## config.mk

```make
export PLATFORM = sky130hd
export DESIGN_NAME = cbw_detect
export DESIGN_NICKNAME = d
export VERILOG_FILES = /design/src/cbw_pkg.sv /design/src/cbw_fifo_if.sv /design/src/cbw_fifo.sv /design/src/cbw_detect.sv
export SDC_FILE = /design/constraint.sdc
export NUM_CORES = 1
export LEC_CHECK = 0
export BUFFER_PORTS_ARGS = -buffer_cell sky130_fd_sc_hd__buf_4
export CAP_MARGIN = 10
export CORE_MARGIN = 2
export CORE_UTILIZATION = 55
export CTS_BUF_LIST = sky130_fd_sc_hd__clkbuf_4 sky130_fd_sc_hd__clkbuf_8 sky130_fd_sc_hd__clkbuf_16
export DETAILED_ROUTE_END_ITERATION = 6
export GPL_TIMING_DRIVEN = 0
export PLACE_DENSITY = 0.82
export SLEW_MARGIN = 20
export SYNTH_ARGS = -nofsm -noshare
export SYNTH_HDL_FRONTEND = slang
export SYNTH_SLANG_ARGS = --single-unit
```

## constraint.sdc

```tcl
create_clock -name core_clk -period 4.9 [get_ports core_clk]
set_clock_uncertainty 0.15 [all_clocks]
set_input_delay 0.49 -clock core_clk [delete_from_list [all_inputs] [get_ports core_clk]]
set_output_delay 0.49 -clock core_clk [all_outputs]
set_load 0.03 [all_outputs]
```

## src/cbw_pkg.sv

```systemverilog
package cbw_pkg;

  // ----------------------------------------
  // stream markers
  // ----------------------------------------
  localparam logic [7:0] MARK_BYTE = 8'hbb;
  localparam logic [7:0] CODE_X8 = 8'h11;
  localparam logic [7:0] CODE_X16 = 8'h22;
  localparam logic [7:0] CODE_X32 = 8'h44;
  localparam logic [31:0] SYNC_WORD = 32'haa995566;

  // ----------------------------------------
  // sizes and counts
  // ----------------------------------------
  localparam int LANE_W = 8;
  localparam int DATA_W = 32;
  localparam int FIFO_DEPTH = 32;
  // pin synchronisers plus assembly delay a stall by a few beats
  localparam int FIFO_SLACK = 6;
  localparam logic [5:0] BEATS_X1 = 6'h20;
  localparam logic [5:0] BEATS_X8 = 6'h04;
  localparam logic [5:0] BEATS_X16 = 6'h02;
  localparam logic [5:0] BEATS_X32 = 6'h01;

  // ----------------------------------------
  // types
  // ----------------------------------------
  typedef enum logic [1:0] {
    CBW_W1,
    CBW_W8,
    CBW_W16,
    CBW_W32
  } cbw_width_e;

  typedef enum logic [2:0] {
    CBW_ST_IDLE,
    CBW_ST_MARK,
    CBW_ST_CODE,
    CBW_ST_SYNC,
    CBW_ST_LOCK,
    CBW_ST_DONE
  } cbw_state_e;

endpackage

```

## src/cbw_fifo_if.sv

```systemverilog
`timescale 1ns/1ps
interface cbw_fifo_if #(
  parameter int W = 32,
  parameter int DEPTH = 32
);
  logic push_valid;
  logic push_ready;
  logic [W-1:0] push_data;
  logic pop_valid;
  logic pop_ready;
  logic [W-1:0] pop_data;
  logic [$clog2(DEPTH+1)-1:0] level;

  modport fill (
    output push_valid,
    input push_ready,
    output push_data,
    input pop_valid,
    output pop_ready,
    input pop_data,
    input level
  );

  modport buffer (
    input push_valid,
    output push_ready,
    input push_data,
    output pop_valid,
    input pop_ready,
    output pop_data,
    output level
  );
endinterface

```

## src/cbw_fifo.sv

```systemverilog
`timescale 1ns/1ps
module cbw_fifo #(
  parameter int W = 32,
  parameter int DEPTH = 32
) (
  input wire logic core_clk,
  input wire logic reset_n,
  cbw_fifo_if.buffer f
);
  localparam int AW = $clog2(DEPTH);
  localparam int CW = $clog2(DEPTH+1);

  logic [W-1:0] mem_q [DEPTH];
  logic [AW-1:0] wr_ptr_q;
  logic [AW-1:0] rd_ptr_q;
  logic [CW-1:0] mem_cnt_q;
  logic out_valid_q;
  logic [W-1:0] out_data_q;
  logic push;
  logic load;

  // ----------------------------------------
  // handshakes
  // ----------------------------------------
  // output register counts as one of the depth words
  assign f.level = mem_cnt_q + CW'(out_valid_q);
  assign f.push_ready = (f.level < CW'(DEPTH));
  assign push = f.push_valid && f.push_ready;
  assign load = (mem_cnt_q != '0) && (!out_valid_q || f.pop_ready);
  assign f.pop_valid = out_valid_q;
  assign f.pop_data = out_data_q;

  // ----------------------------------------
  // storage
  // ----------------------------------------
  always_ff @(posedge core_clk) begin
    if (push) begin
      mem_q[wr_ptr_q] <= f.push_data;
    end
  end

  always_ff @(posedge core_clk or negedge reset_n) begin
    if (!reset_n) begin
      wr_ptr_q <= '0;
      rd_ptr_q <= '0;
      mem_cnt_q <= '0;
    end else begin
      if (push) begin
        wr_ptr_q <= (wr_ptr_q == AW'(DEPTH-1)) ? '0 : wr_ptr_q + 1'b1;
      end
      if (load) begin
        rd_ptr_q <= (rd_ptr_q == AW'(DEPTH-1)) ? '0 : rd_ptr_q + 1'b1;
      end
      mem_cnt_q <= mem_cnt_q + CW'(push) - CW'(load);
    end
  end

  always_ff @(posedge core_clk or negedge reset_n) begin
    if (!reset_n) begin
      out_valid_q <= 1'b0;
      out_data_q <= '0;
    end else if (load) begin
      out_valid_q <= 1'b1;
      out_data_q <= mem_q[rd_ptr_q];
    end else if (f.pop_ready) begin
      out_valid_q <= 1'b0;
    end
  end
endmodule

```

## src/cbw_detect.sv

```systemverilog
`timescale 1ns/1ps
// Contract
// - parallel modes find bus width from marker pattern ahead of sync word
// - width search looks only at the low byte lane
// - marker 0xbb then 0x11 selects 8-bit bus
// - marker 0xbb then 0x22 selects 16-bit bus
// - marker 0xbb then 0x44 selects 32-bit bus
// - any other byte after marker restarts marker search
// - valid pair switches capture width, then sync search starts
// - serial mode skips width detection entirely
// - sync word match fixes 32-bit word alignment
// - sync word is 0xaa 0x99 0x55 0x66, msb byte first
// - no word is passed on before sync word is found
// - parallel sync search begins only after width detection
// - pins carry each byte bit-reversed against stream value
// - after configuration completes, further data is ignored
// - byte msb sits on data line zero of its lane
// - x16 and x32 reverse bits separately in each lane
module cbw_detect #(
  parameter int DEPTH = cbw_pkg::FIFO_DEPTH
) (
  input wire logic core_clk,
  input wire logic reset_n,
  input wire logic attempt_start,
  input wire logic parallel_mode,
  input wire logic cfg_done,
  input wire logic [31:0] pin_data,
  input wire logic pin_strobe,
  input wire logic serial_bit,
  input wire logic serial_strobe,
  output logic pin_busy,
  output logic [31:0] word_data,
  output logic word_valid,
  input wire logic word_ready,
  output logic [1:0] bus_width,
  output logic width_locked,
  output logic width_miss,
  output logic sync_found
);
  localparam int DW = cbw_pkg::DATA_W;
  localparam int LW = cbw_pkg::LANE_W;
  localparam int CW = $clog2(DEPTH+1);

  // ----------------------------------------
  // helpers
  // ----------------------------------------
  // pin 8*lane carries the stream msb of that lane
  function automatic logic [7:0] lane_byte(input logic [31:0] pins, input int lane);
    logic [7:0] b;
    b = '0;
    for (int j = 0; j < LW; j++) begin
      b[LW-1-j] = pins[lane*LW+j];
    end
    return b;
  endfunction

  // stream order: lane 3 carries the earliest byte on a x32 bus
  function automatic logic [31:0] shift_in(input logic [31:0] win,
                                           input logic [31:0] pins,
                                           input logic sbit,
                                           input cbw_pkg::cbw_width_e w);
    logic [31:0] r;
    r = win;
    case (w)
      cbw_pkg::CBW_W1: r = {win[30:0], sbit};
      cbw_pkg::CBW_W8: r = {win[23:0], lane_byte(pins, 0)};
      cbw_pkg::CBW_W16: r = {win[15:0], lane_byte(pins, 1), lane_byte(pins, 0)};
      cbw_pkg::CBW_W32: r = {lane_byte(pins, 3), lane_byte(pins, 2),
                             lane_byte(pins, 1), lane_byte(pins, 0)};
      default: r = win;
    endcase
    return r;
  endfunction

  function automatic logic [5:0] beats_per_word(input cbw_pkg::cbw_width_e w);
    logic [5:0] n;
    n = cbw_pkg::BEATS_X1;
    case (w)
      cbw_pkg::CBW_W1: n = cbw_pkg::BEATS_X1;
      cbw_pkg::CBW_W8: n = cbw_pkg::BEATS_X8;
      cbw_pkg::CBW_W16: n = cbw_pkg::BEATS_X16;
      cbw_pkg::CBW_W32: n = cbw_pkg::BEATS_X32;
      default: n = cbw_pkg::BEATS_X1;
    endcase
    return n;
  endfunction

  // ----------------------------------------
  // pin synchronisers
  // ----------------------------------------
  logic [31:0] data_s1_q;
  logic [31:0] data_s2_q;
  logic strobe_s1_q;
  logic strobe_s2_q;
  logic sbit_s1_q;
  logic sbit_s2_q;
  logic sstrobe_s1_q;
  logic sstrobe_s2_q;
  logic mode_s1_q;
  logic mode_s2_q;
  logic start_s1_q;
  logic start_s2_q;
  logic start_s3_q;

  // data and strobe share a stage count so a beat sees its own data
  always_ff @(posedge core_clk or negedge reset_n) begin
    if (!reset_n) begin
      data_s1_q <= '0;
      data_s2_q <= '0;
      strobe_s1_q <= 1'b0;
      strobe_s2_q <= 1'b0;
      sbit_s1_q <= 1'b0;
      sbit_s2_q <= 1'b0;
      sstrobe_s1_q <= 1'b0;
      sstrobe_s2_q <= 1'b0;
    end else begin
      data_s1_q <= pin_data;
      data_s2_q <= data_s1_q;
      strobe_s1_q <= pin_strobe;
      strobe_s2_q <= strobe_s1_q;
      sbit_s1_q <= serial_bit;
      sbit_s2_q <= sbit_s1_q;
      sstrobe_s1_q <= serial_strobe;
      sstrobe_s2_q <= sstrobe_s1_q;
    end
  end

  always_ff @(posedge core_clk or negedge reset_n) begin
    if (!reset_n) begin
      mode_s1_q <= 1'b0;
      mode_s2_q <= 1'b0;
      start_s1_q <= 1'b0;
      start_s2_q <= 1'b0;
      start_s3_q <= 1'b0;
    end else begin
      mode_s1_q <= parallel_mode;
      mode_s2_q <= mode_s1_q;
      start_s1_q <= attempt_start;
      start_s2_q <= start_s1_q;
      start_s3_q <= start_s2_q;
    end
  end

  logic start_rise;
  logic beat;
  logic [7:0] low_byte;

  assign start_rise = start_s2_q && !start_s3_q;
  // serial modes take the one-bit path, parallel the pin lanes
  assign beat = mode_s2_q ? strobe_s2_q : sstrobe_s2_q;
  assign low_byte = lane_byte(data_s2_q, 0);

  // ----------------------------------------
  // fifo
  // ----------------------------------------
  cbw_fifo_if #(.W(DW), .DEPTH(DEPTH)) fq ();

  cbw_fifo #(.W(DW), .DEPTH(DEPTH)) u_fifo (
    .core_clk(core_clk),
    .reset_n(reset_n),
    .f(fq.buffer)
  );

  logic push_valid_q;
  logic [31:0] push_data_q;

  assign fq.push_valid = push_valid_q;
  assign fq.push_data = push_data_q;
  assign fq.pop_ready = word_ready;
  assign word_valid = fq.pop_valid;
  assign word_data = fq.pop_data;

  // ----------------------------------------
  // width and sync state machine
  // ----------------------------------------
  cbw_pkg::cbw_state_e state_q;
  cbw_pkg::cbw_width_e width_q;
  logic [31:0] win_q;
  logic [31:0] win_d;
  logic [5:0] beat_cnt_q;
  logic miss_q;

  assign win_d = shift_in(win_q, data_s2_q, sbit_s2_q, width_q);

  always_ff @(posedge core_clk or negedge reset_n) begin
    if (!reset_n) begin
      state_q <= cbw_pkg::CBW_ST_IDLE;
      width_q <= cbw_pkg::CBW_W1;
      miss_q <= 1'b0;
    end else begin
      miss_q <= 1'b0;
      if (start_rise) begin
        // a fresh attempt forgets any earlier width or sync
        state_q <= mode_s2_q ? cbw_pkg::CBW_ST_MARK : cbw_pkg::CBW_ST_SYNC;
        width_q <= mode_s2_q ? cbw_pkg::CBW_W8 : cbw_pkg::CBW_W1;
      end else begin
        case (state_q)
          cbw_pkg::CBW_ST_IDLE: begin
            state_q <= cbw_pkg::CBW_ST_IDLE;
          end
          cbw_pkg::CBW_ST_MARK: begin
            if (beat && low_byte == cbw_pkg::MARK_BYTE) begin
              state_q <= cbw_pkg::CBW_ST_CODE;
            end
          end
          cbw_pkg::CBW_ST_CODE: begin
            if (beat) begin
              case (low_byte)
                cbw_pkg::CODE_X8: begin
                  width_q <= cbw_pkg::CBW_W8;
                  state_q <= cbw_pkg::CBW_ST_SYNC;
                end
                cbw_pkg::CODE_X16: begin
                  width_q <= cbw_pkg::CBW_W16;
                  state_q <= cbw_pkg::CBW_ST_SYNC;
                end
                cbw_pkg::CODE_X32: begin
                  width_q <= cbw_pkg::CBW_W32;
                  state_q <= cbw_pkg::CBW_ST_SYNC;
                end
                default: begin
                  state_q <= cbw_pkg::CBW_ST_MARK;
                  miss_q <= 1'b1;
                end
              endcase
            end
          end
          cbw_pkg::CBW_ST_SYNC: begin
            if (beat && win_d == cbw_pkg::SYNC_WORD) begin
              state_q <= cbw_pkg::CBW_ST_LOCK;
            end
          end
          cbw_pkg::CBW_ST_LOCK: begin
            if (cfg_done) begin
              state_q <= cbw_pkg::CBW_ST_DONE;
            end
          end
          cbw_pkg::CBW_ST_DONE: begin
            state_q <= cbw_pkg::CBW_ST_DONE;
          end
          default: begin
            state_q <= cbw_pkg::CBW_ST_IDLE;
          end
        endcase
      end
    end
  end

  // ----------------------------------------
  // alignment window and word assembly
  // ----------------------------------------
  logic word_end;

  assign word_end = (beat_cnt_q + 6'h01) == beats_per_word(width_q);

  // window only moves while hunting or locked; marker bytes never enter it
  always_ff @(posedge core_clk or negedge reset_n) begin
    if (!reset_n) begin
      win_q <= '0;
    end else if (start_rise) begin
      win_q <= '0;
    end else if (beat && (state_q == cbw_pkg::CBW_ST_SYNC ||
                          state_q == cbw_pkg::CBW_ST_LOCK)) begin
      win_q <= win_d;
    end
  end

  // counting starts at zero on the match, so words sit on sync boundaries
  always_ff @(posedge core_clk or negedge reset_n) begin
    if (!reset_n) begin
      beat_cnt_q <= '0;
    end else if (start_rise || state_q != cbw_pkg::CBW_ST_LOCK) begin
      beat_cnt_q <= '0;
    end else if (beat) begin
      beat_cnt_q <= word_end ? 6'h00 : beat_cnt_q + 6'h01;
    end
  end

  // only words after the sync match reach the fifo
  always_ff @(posedge core_clk or negedge reset_n) begin
    if (!reset_n) begin
      push_valid_q <= 1'b0;
      push_data_q <= '0;
    end else if (state_q == cbw_pkg::CBW_ST_LOCK && !cfg_done && !start_rise &&
                 beat && word_end) begin
      push_valid_q <= 1'b1;
      push_data_q <= win_d;
    end else if (fq.push_ready) begin
      push_valid_q <= 1'b0;
    end
  end

  // ----------------------------------------
  // back-pressure and status
  // ----------------------------------------
  logic busy_q;
  logic locked_q;
  logic sync_q;

  // busy rises early: beats already in the synchronisers still land
  always_ff @(posedge core_clk or negedge reset_n) begin
    if (!reset_n) begin
      busy_q <= 1'b0;
    end else begin
      busy_q <= fq.level >= CW'(DEPTH - cbw_pkg::FIFO_SLACK);
    end
  end

  always_ff @(posedge core_clk or negedge reset_n) begin
    if (!reset_n) begin
      locked_q <= 1'b0;
      sync_q <= 1'b0;
    end else if (start_rise) begin
      locked_q <= 1'b0;
      sync_q <= 1'b0;
    end else begin
      locked_q <= state_q == cbw_pkg::CBW_ST_SYNC || state_q == cbw_pkg::CBW_ST_LOCK ||
                  state_q == cbw_pkg::CBW_ST_DONE;
      sync_q <= state_q == cbw_pkg::CBW_ST_LOCK || state_q == cbw_pkg::CBW_ST_DONE;
    end
  end

  assign pin_busy = busy_q;
  assign bus_width = width_q;
  assign width_locked = locked_q;
  assign width_miss = miss_q;
  assign sync_found = sync_q;

endmodule

```

==> flow_metrics.py <==
metrics = {
    "run_status": {
        "status": "completed",
    },
    "floorplan": {
        "die_x_um": 296,
        "start_util_pct": 55.3,
        "core_um2": 85000,
        "io_pins": 80,
        "die_area_um2": 87900,
        "die-height_um": 296,
        "num_rows": 107,
    },
    "timing": {
        "finalMaxSlewViolations": 0,
        "rsz0062_at_grt": "false",
        "fmax_ghz": 0.241,
        "min_period_ns": 4.14,
        "fin_crit_sh_pct": 84.5,
        "tightest_slew_ns": 1.20,
        "slew_headroom_pct": 20.0,
        "tns_ns": 0,
        "finalWorstSetupSlack_ns": 0.758,
        "setup_violations": 0,
        "hold_viol_final": 0,
        "hold_ws_ns": 0.0794,
    },
    "synthesis": {
        "synth-main-ff-cell": "edfxtp_1",
        "syn-cell-area_um2": 47000,
        "syn_inst": 2212,
        "synth_area_leader_cell": "edfxtp_1",
        "syn_nets": 2275,
        "yosysSeqAreaShare_pct": 76.2,
        "synth_top_area_share_pct": 65.4,
        "syn_avg_cell_area_um2": 21.3,
        "ys_types": 61,
        "yosys-top-cells-area": "edfxtp_1, mux4_2, dfrtp_1",
        "ys_ff_latch": 1227,
        "synth_enable_flop_cells": 1024,
        "yosysMostFrequentCell": "edfxtp_1",
        "synth-async-reset-ratio_pct": 16.5,
        "synth_top_cells_by_count": "edfxtp_1, mux4_2, dfrtp_1",
        "ys_warn_count": 0,
    },
    "layout": {
        "nFillCells": 5181,
        "nets": 2554,
        "area_growth_pct": 16.4,
        "drive_gt1_share_pct": 29.7,
    },
    "setup_path": {
        "critPathArrivalTime_ns": 4.53,
        "worst_r2r_endpoint": "u_fifo.f.pop_data[8]$_DFFE_PN0P_",
        "worstRegToRegCells": 7,
        "cp_num_cells": 7,
        "crit_family": "buffers and inverters",
        "path_max_fanout": 10,
        "worstSetupPathType": "flip-flop to flip-flop",
        "crit_buf_inv": 3,
        "reg2reg_slack_ns": 0.76,
        "path_cells": "clkbuf_1 > clkbuf_1 > buf_1 > mux4_2 > mux4_2 > nand2_1 > a31oi_1",
        "cp_data_required_time_ns": 5.29,
        "r2r_start": "u_fifo.rd_ptr_q[2]$_DFFE_PN0P_",
        "critPathSlowestCell": "buf_1",
        "worst_setup_path_start_kind": "flip-flop",
        "crit_path_end_kind": "flip-flop",
        "max_stage_delay_ns": 0.92,
    },
    "clock_tree": {
        "htreeDepth": 3,
        "clk_pin_slew_ns": 0.07,
        "cts_buffers": 115,
        "cts.path.max_buffers": 3,
        "cts_tree": "done",
        "clock_sinks": 1227,
        "cts_root_buf": "clkbuf_16",
        "clock_latency_ns": 0.71,
    },
    "detailed_routing": {
        "viasPerCell": 6.77,
        "drc_errors": 0,
        "drt_wl_total_mm": 128,
        "dr.pass1.iters": 6,
        "dr_total_vias": 25300,
        "antenna_left": 0,
        "first_iter_violations": 3726,
        "wl_per_cell_um": 34.3,
    },
    "min_path": {
        "hold_depth": 5,
        "worstHoldStart": "cfg_done",
        "hp-class": "primary input to flip-flop",
        "hold_end": "state_q[0]$_DFFE_PN0P_",
    },
    "place": {
        "io_buffers": 79,
        "place_ws_ns": 0.844,
        "dp_hpwl_mm": 76.5,
        "place_congestion": 0.927,
    },
    "power_and_ir_drop": {
        "vdd.ir_drop.worst_mv": 0.359,
        "total_leakage_power_nw": 20.7,
        "p_per_area_nw_per_um2": 473,
    },
    "grt": {
        "grt_pass1_vias": 26000,
        "grt_max_degree": 82,
        "grt_util_all_layers_pct": 29.8,
        "grt_first_pass_wirelength_mm": 183,
        "grt-ovfl-total": 0,
        "grt_antenna_before_repair": 1,
    },
    "job": {
        "drv_cap": 0,
    },
}
## registers in the layout, indices dropped and copies added (netlist names), 2 cells and up
name               flops
beat_cnt_q             6
u_fifo.rd_ptr_q        5
data_s1_q             32
u_fifo.mem_cnt_q       6
u_fifo.mem_q        1024
fq.push_data          32
bus_width              2
u_fifo.f.pop_data     32
win_q                 31
state_q                3
data_s2_q             32
u_fifo.wr_ptr_q        5
## worst max path at each step
stage | start | endpoint | slack, ns
after floorplan | u_fifo.f.pop_valid$_DFFE_PN0P_ | u_fifo.mem_q[31][0]$_DFFE_PP_ | 1.43
after global placement | u_fifo.mem_cnt_q[2]$_DFF_PN0_ | u_fifo.mem_q[15][22]$_DFFE_PP_ | -0.32
after detailed placement | u_fifo.rd_ptr_q[2]$_DFFE_PN0P_ | u_fifo.f.pop_data[6]$_DFFE_PN0P_ | 0.84
after CTS | u_fifo.rd_ptr_q[2]$_DFFE_PN0P_ | u_fifo.f.pop_data[8]$_DFFE_PN0P_ | 0.72
after global routing | u_fifo.rd_ptr_q[2]$_DFFE_PN0P_ | u_fifo.f.pop_data[9]$_DFFE_PN0P_ | 0.80
final | u_fifo.rd_ptr_q[2]$_DFFE_PN0P_ | u_fifo.f.pop_data[8]$_DFFE_PN0P_ | 0.76
## cell families after synthesis
| family | after synthesis | share of synthesized area (%) |
|---|---|---|
| xor+xnor | 12 | 0.253 |
| buf+inv | 129 | 1.18 |
| mux | 380 | 17.2 |
| fa+ha+maj | 22 | 0.601 |
| compound gates | 128 | 1.67 |
| simple gates | 314 | 2.95 |
| flops | 1227 | 76.2 |
## where the power goes
part           switching (mW)  total, mW  internal, mW
Combinational            2.94       4.72          1.79
Sequential              0.405       11.9          11.5
Clock                    3.90       9.26          5.35
## stage by stage
stage | instances | utilization [%] | total power [mW] | area [um2]
finish | 3735 | 64.4 | 25.9 | 54700
global route | 3735 | 64.4 | 26.5 | 54700
CTS | 3734 | 64.3 | 25.8 | 54700
detailed placement | 3479 | 59.2 | 16.6 | 50400
global placement | 3435 | 57.7 | 16.4 | 49100
floorplan | 2212 | - | 14.9 | 47000
## layout make-up
type	count	area, um2	area share (%)
diodes	1	2.50	0.00457
plain buffers	111	494	0.903
clock buffers	145	3190	5.83
clock inverters	71	753	1.38
inverters	18	67.6	0.123
multi-input cells	856	10900	19.9
flip-flops and latches	1227	35900	65.5
well taps	1144	1430	2.61
repair buffers	162	2050	3.75
## what timing repair did
action                    in CTS  in global routing
hold buffers                  39                  0
resized for setup              0                  0
buffers inserted               0                  0
hold endpoints to repair      95                  0
## routing by layer
metal	routed length (um)	global-route usage [%]
met1	42100	38.1
met2	64300	49.2
met3	14700	5.93
met4	7060	15.3
met5	0	0
## tightest hold or removal path, cell delays in order
cell	delay (ns)
buf_4	0.10
o22ai_1	0.06
nand3_1	0.10
a21boi_0	0.08
nand2_1	0.06
## placed cells by master (no fill, tap or decap), types with 35 or more instances in the layout
cell type,count
edfxtp_1,1024
mux4_2,327
dfrtp_1,183
nand2_1,131
clkbuf_16,116
buf_4,81
nor2_1,79
clkbuf_1,62
dlygate4sd3_1,39
o21ai_0,35
Note: power is estimated with default switching activity, not from simulation.
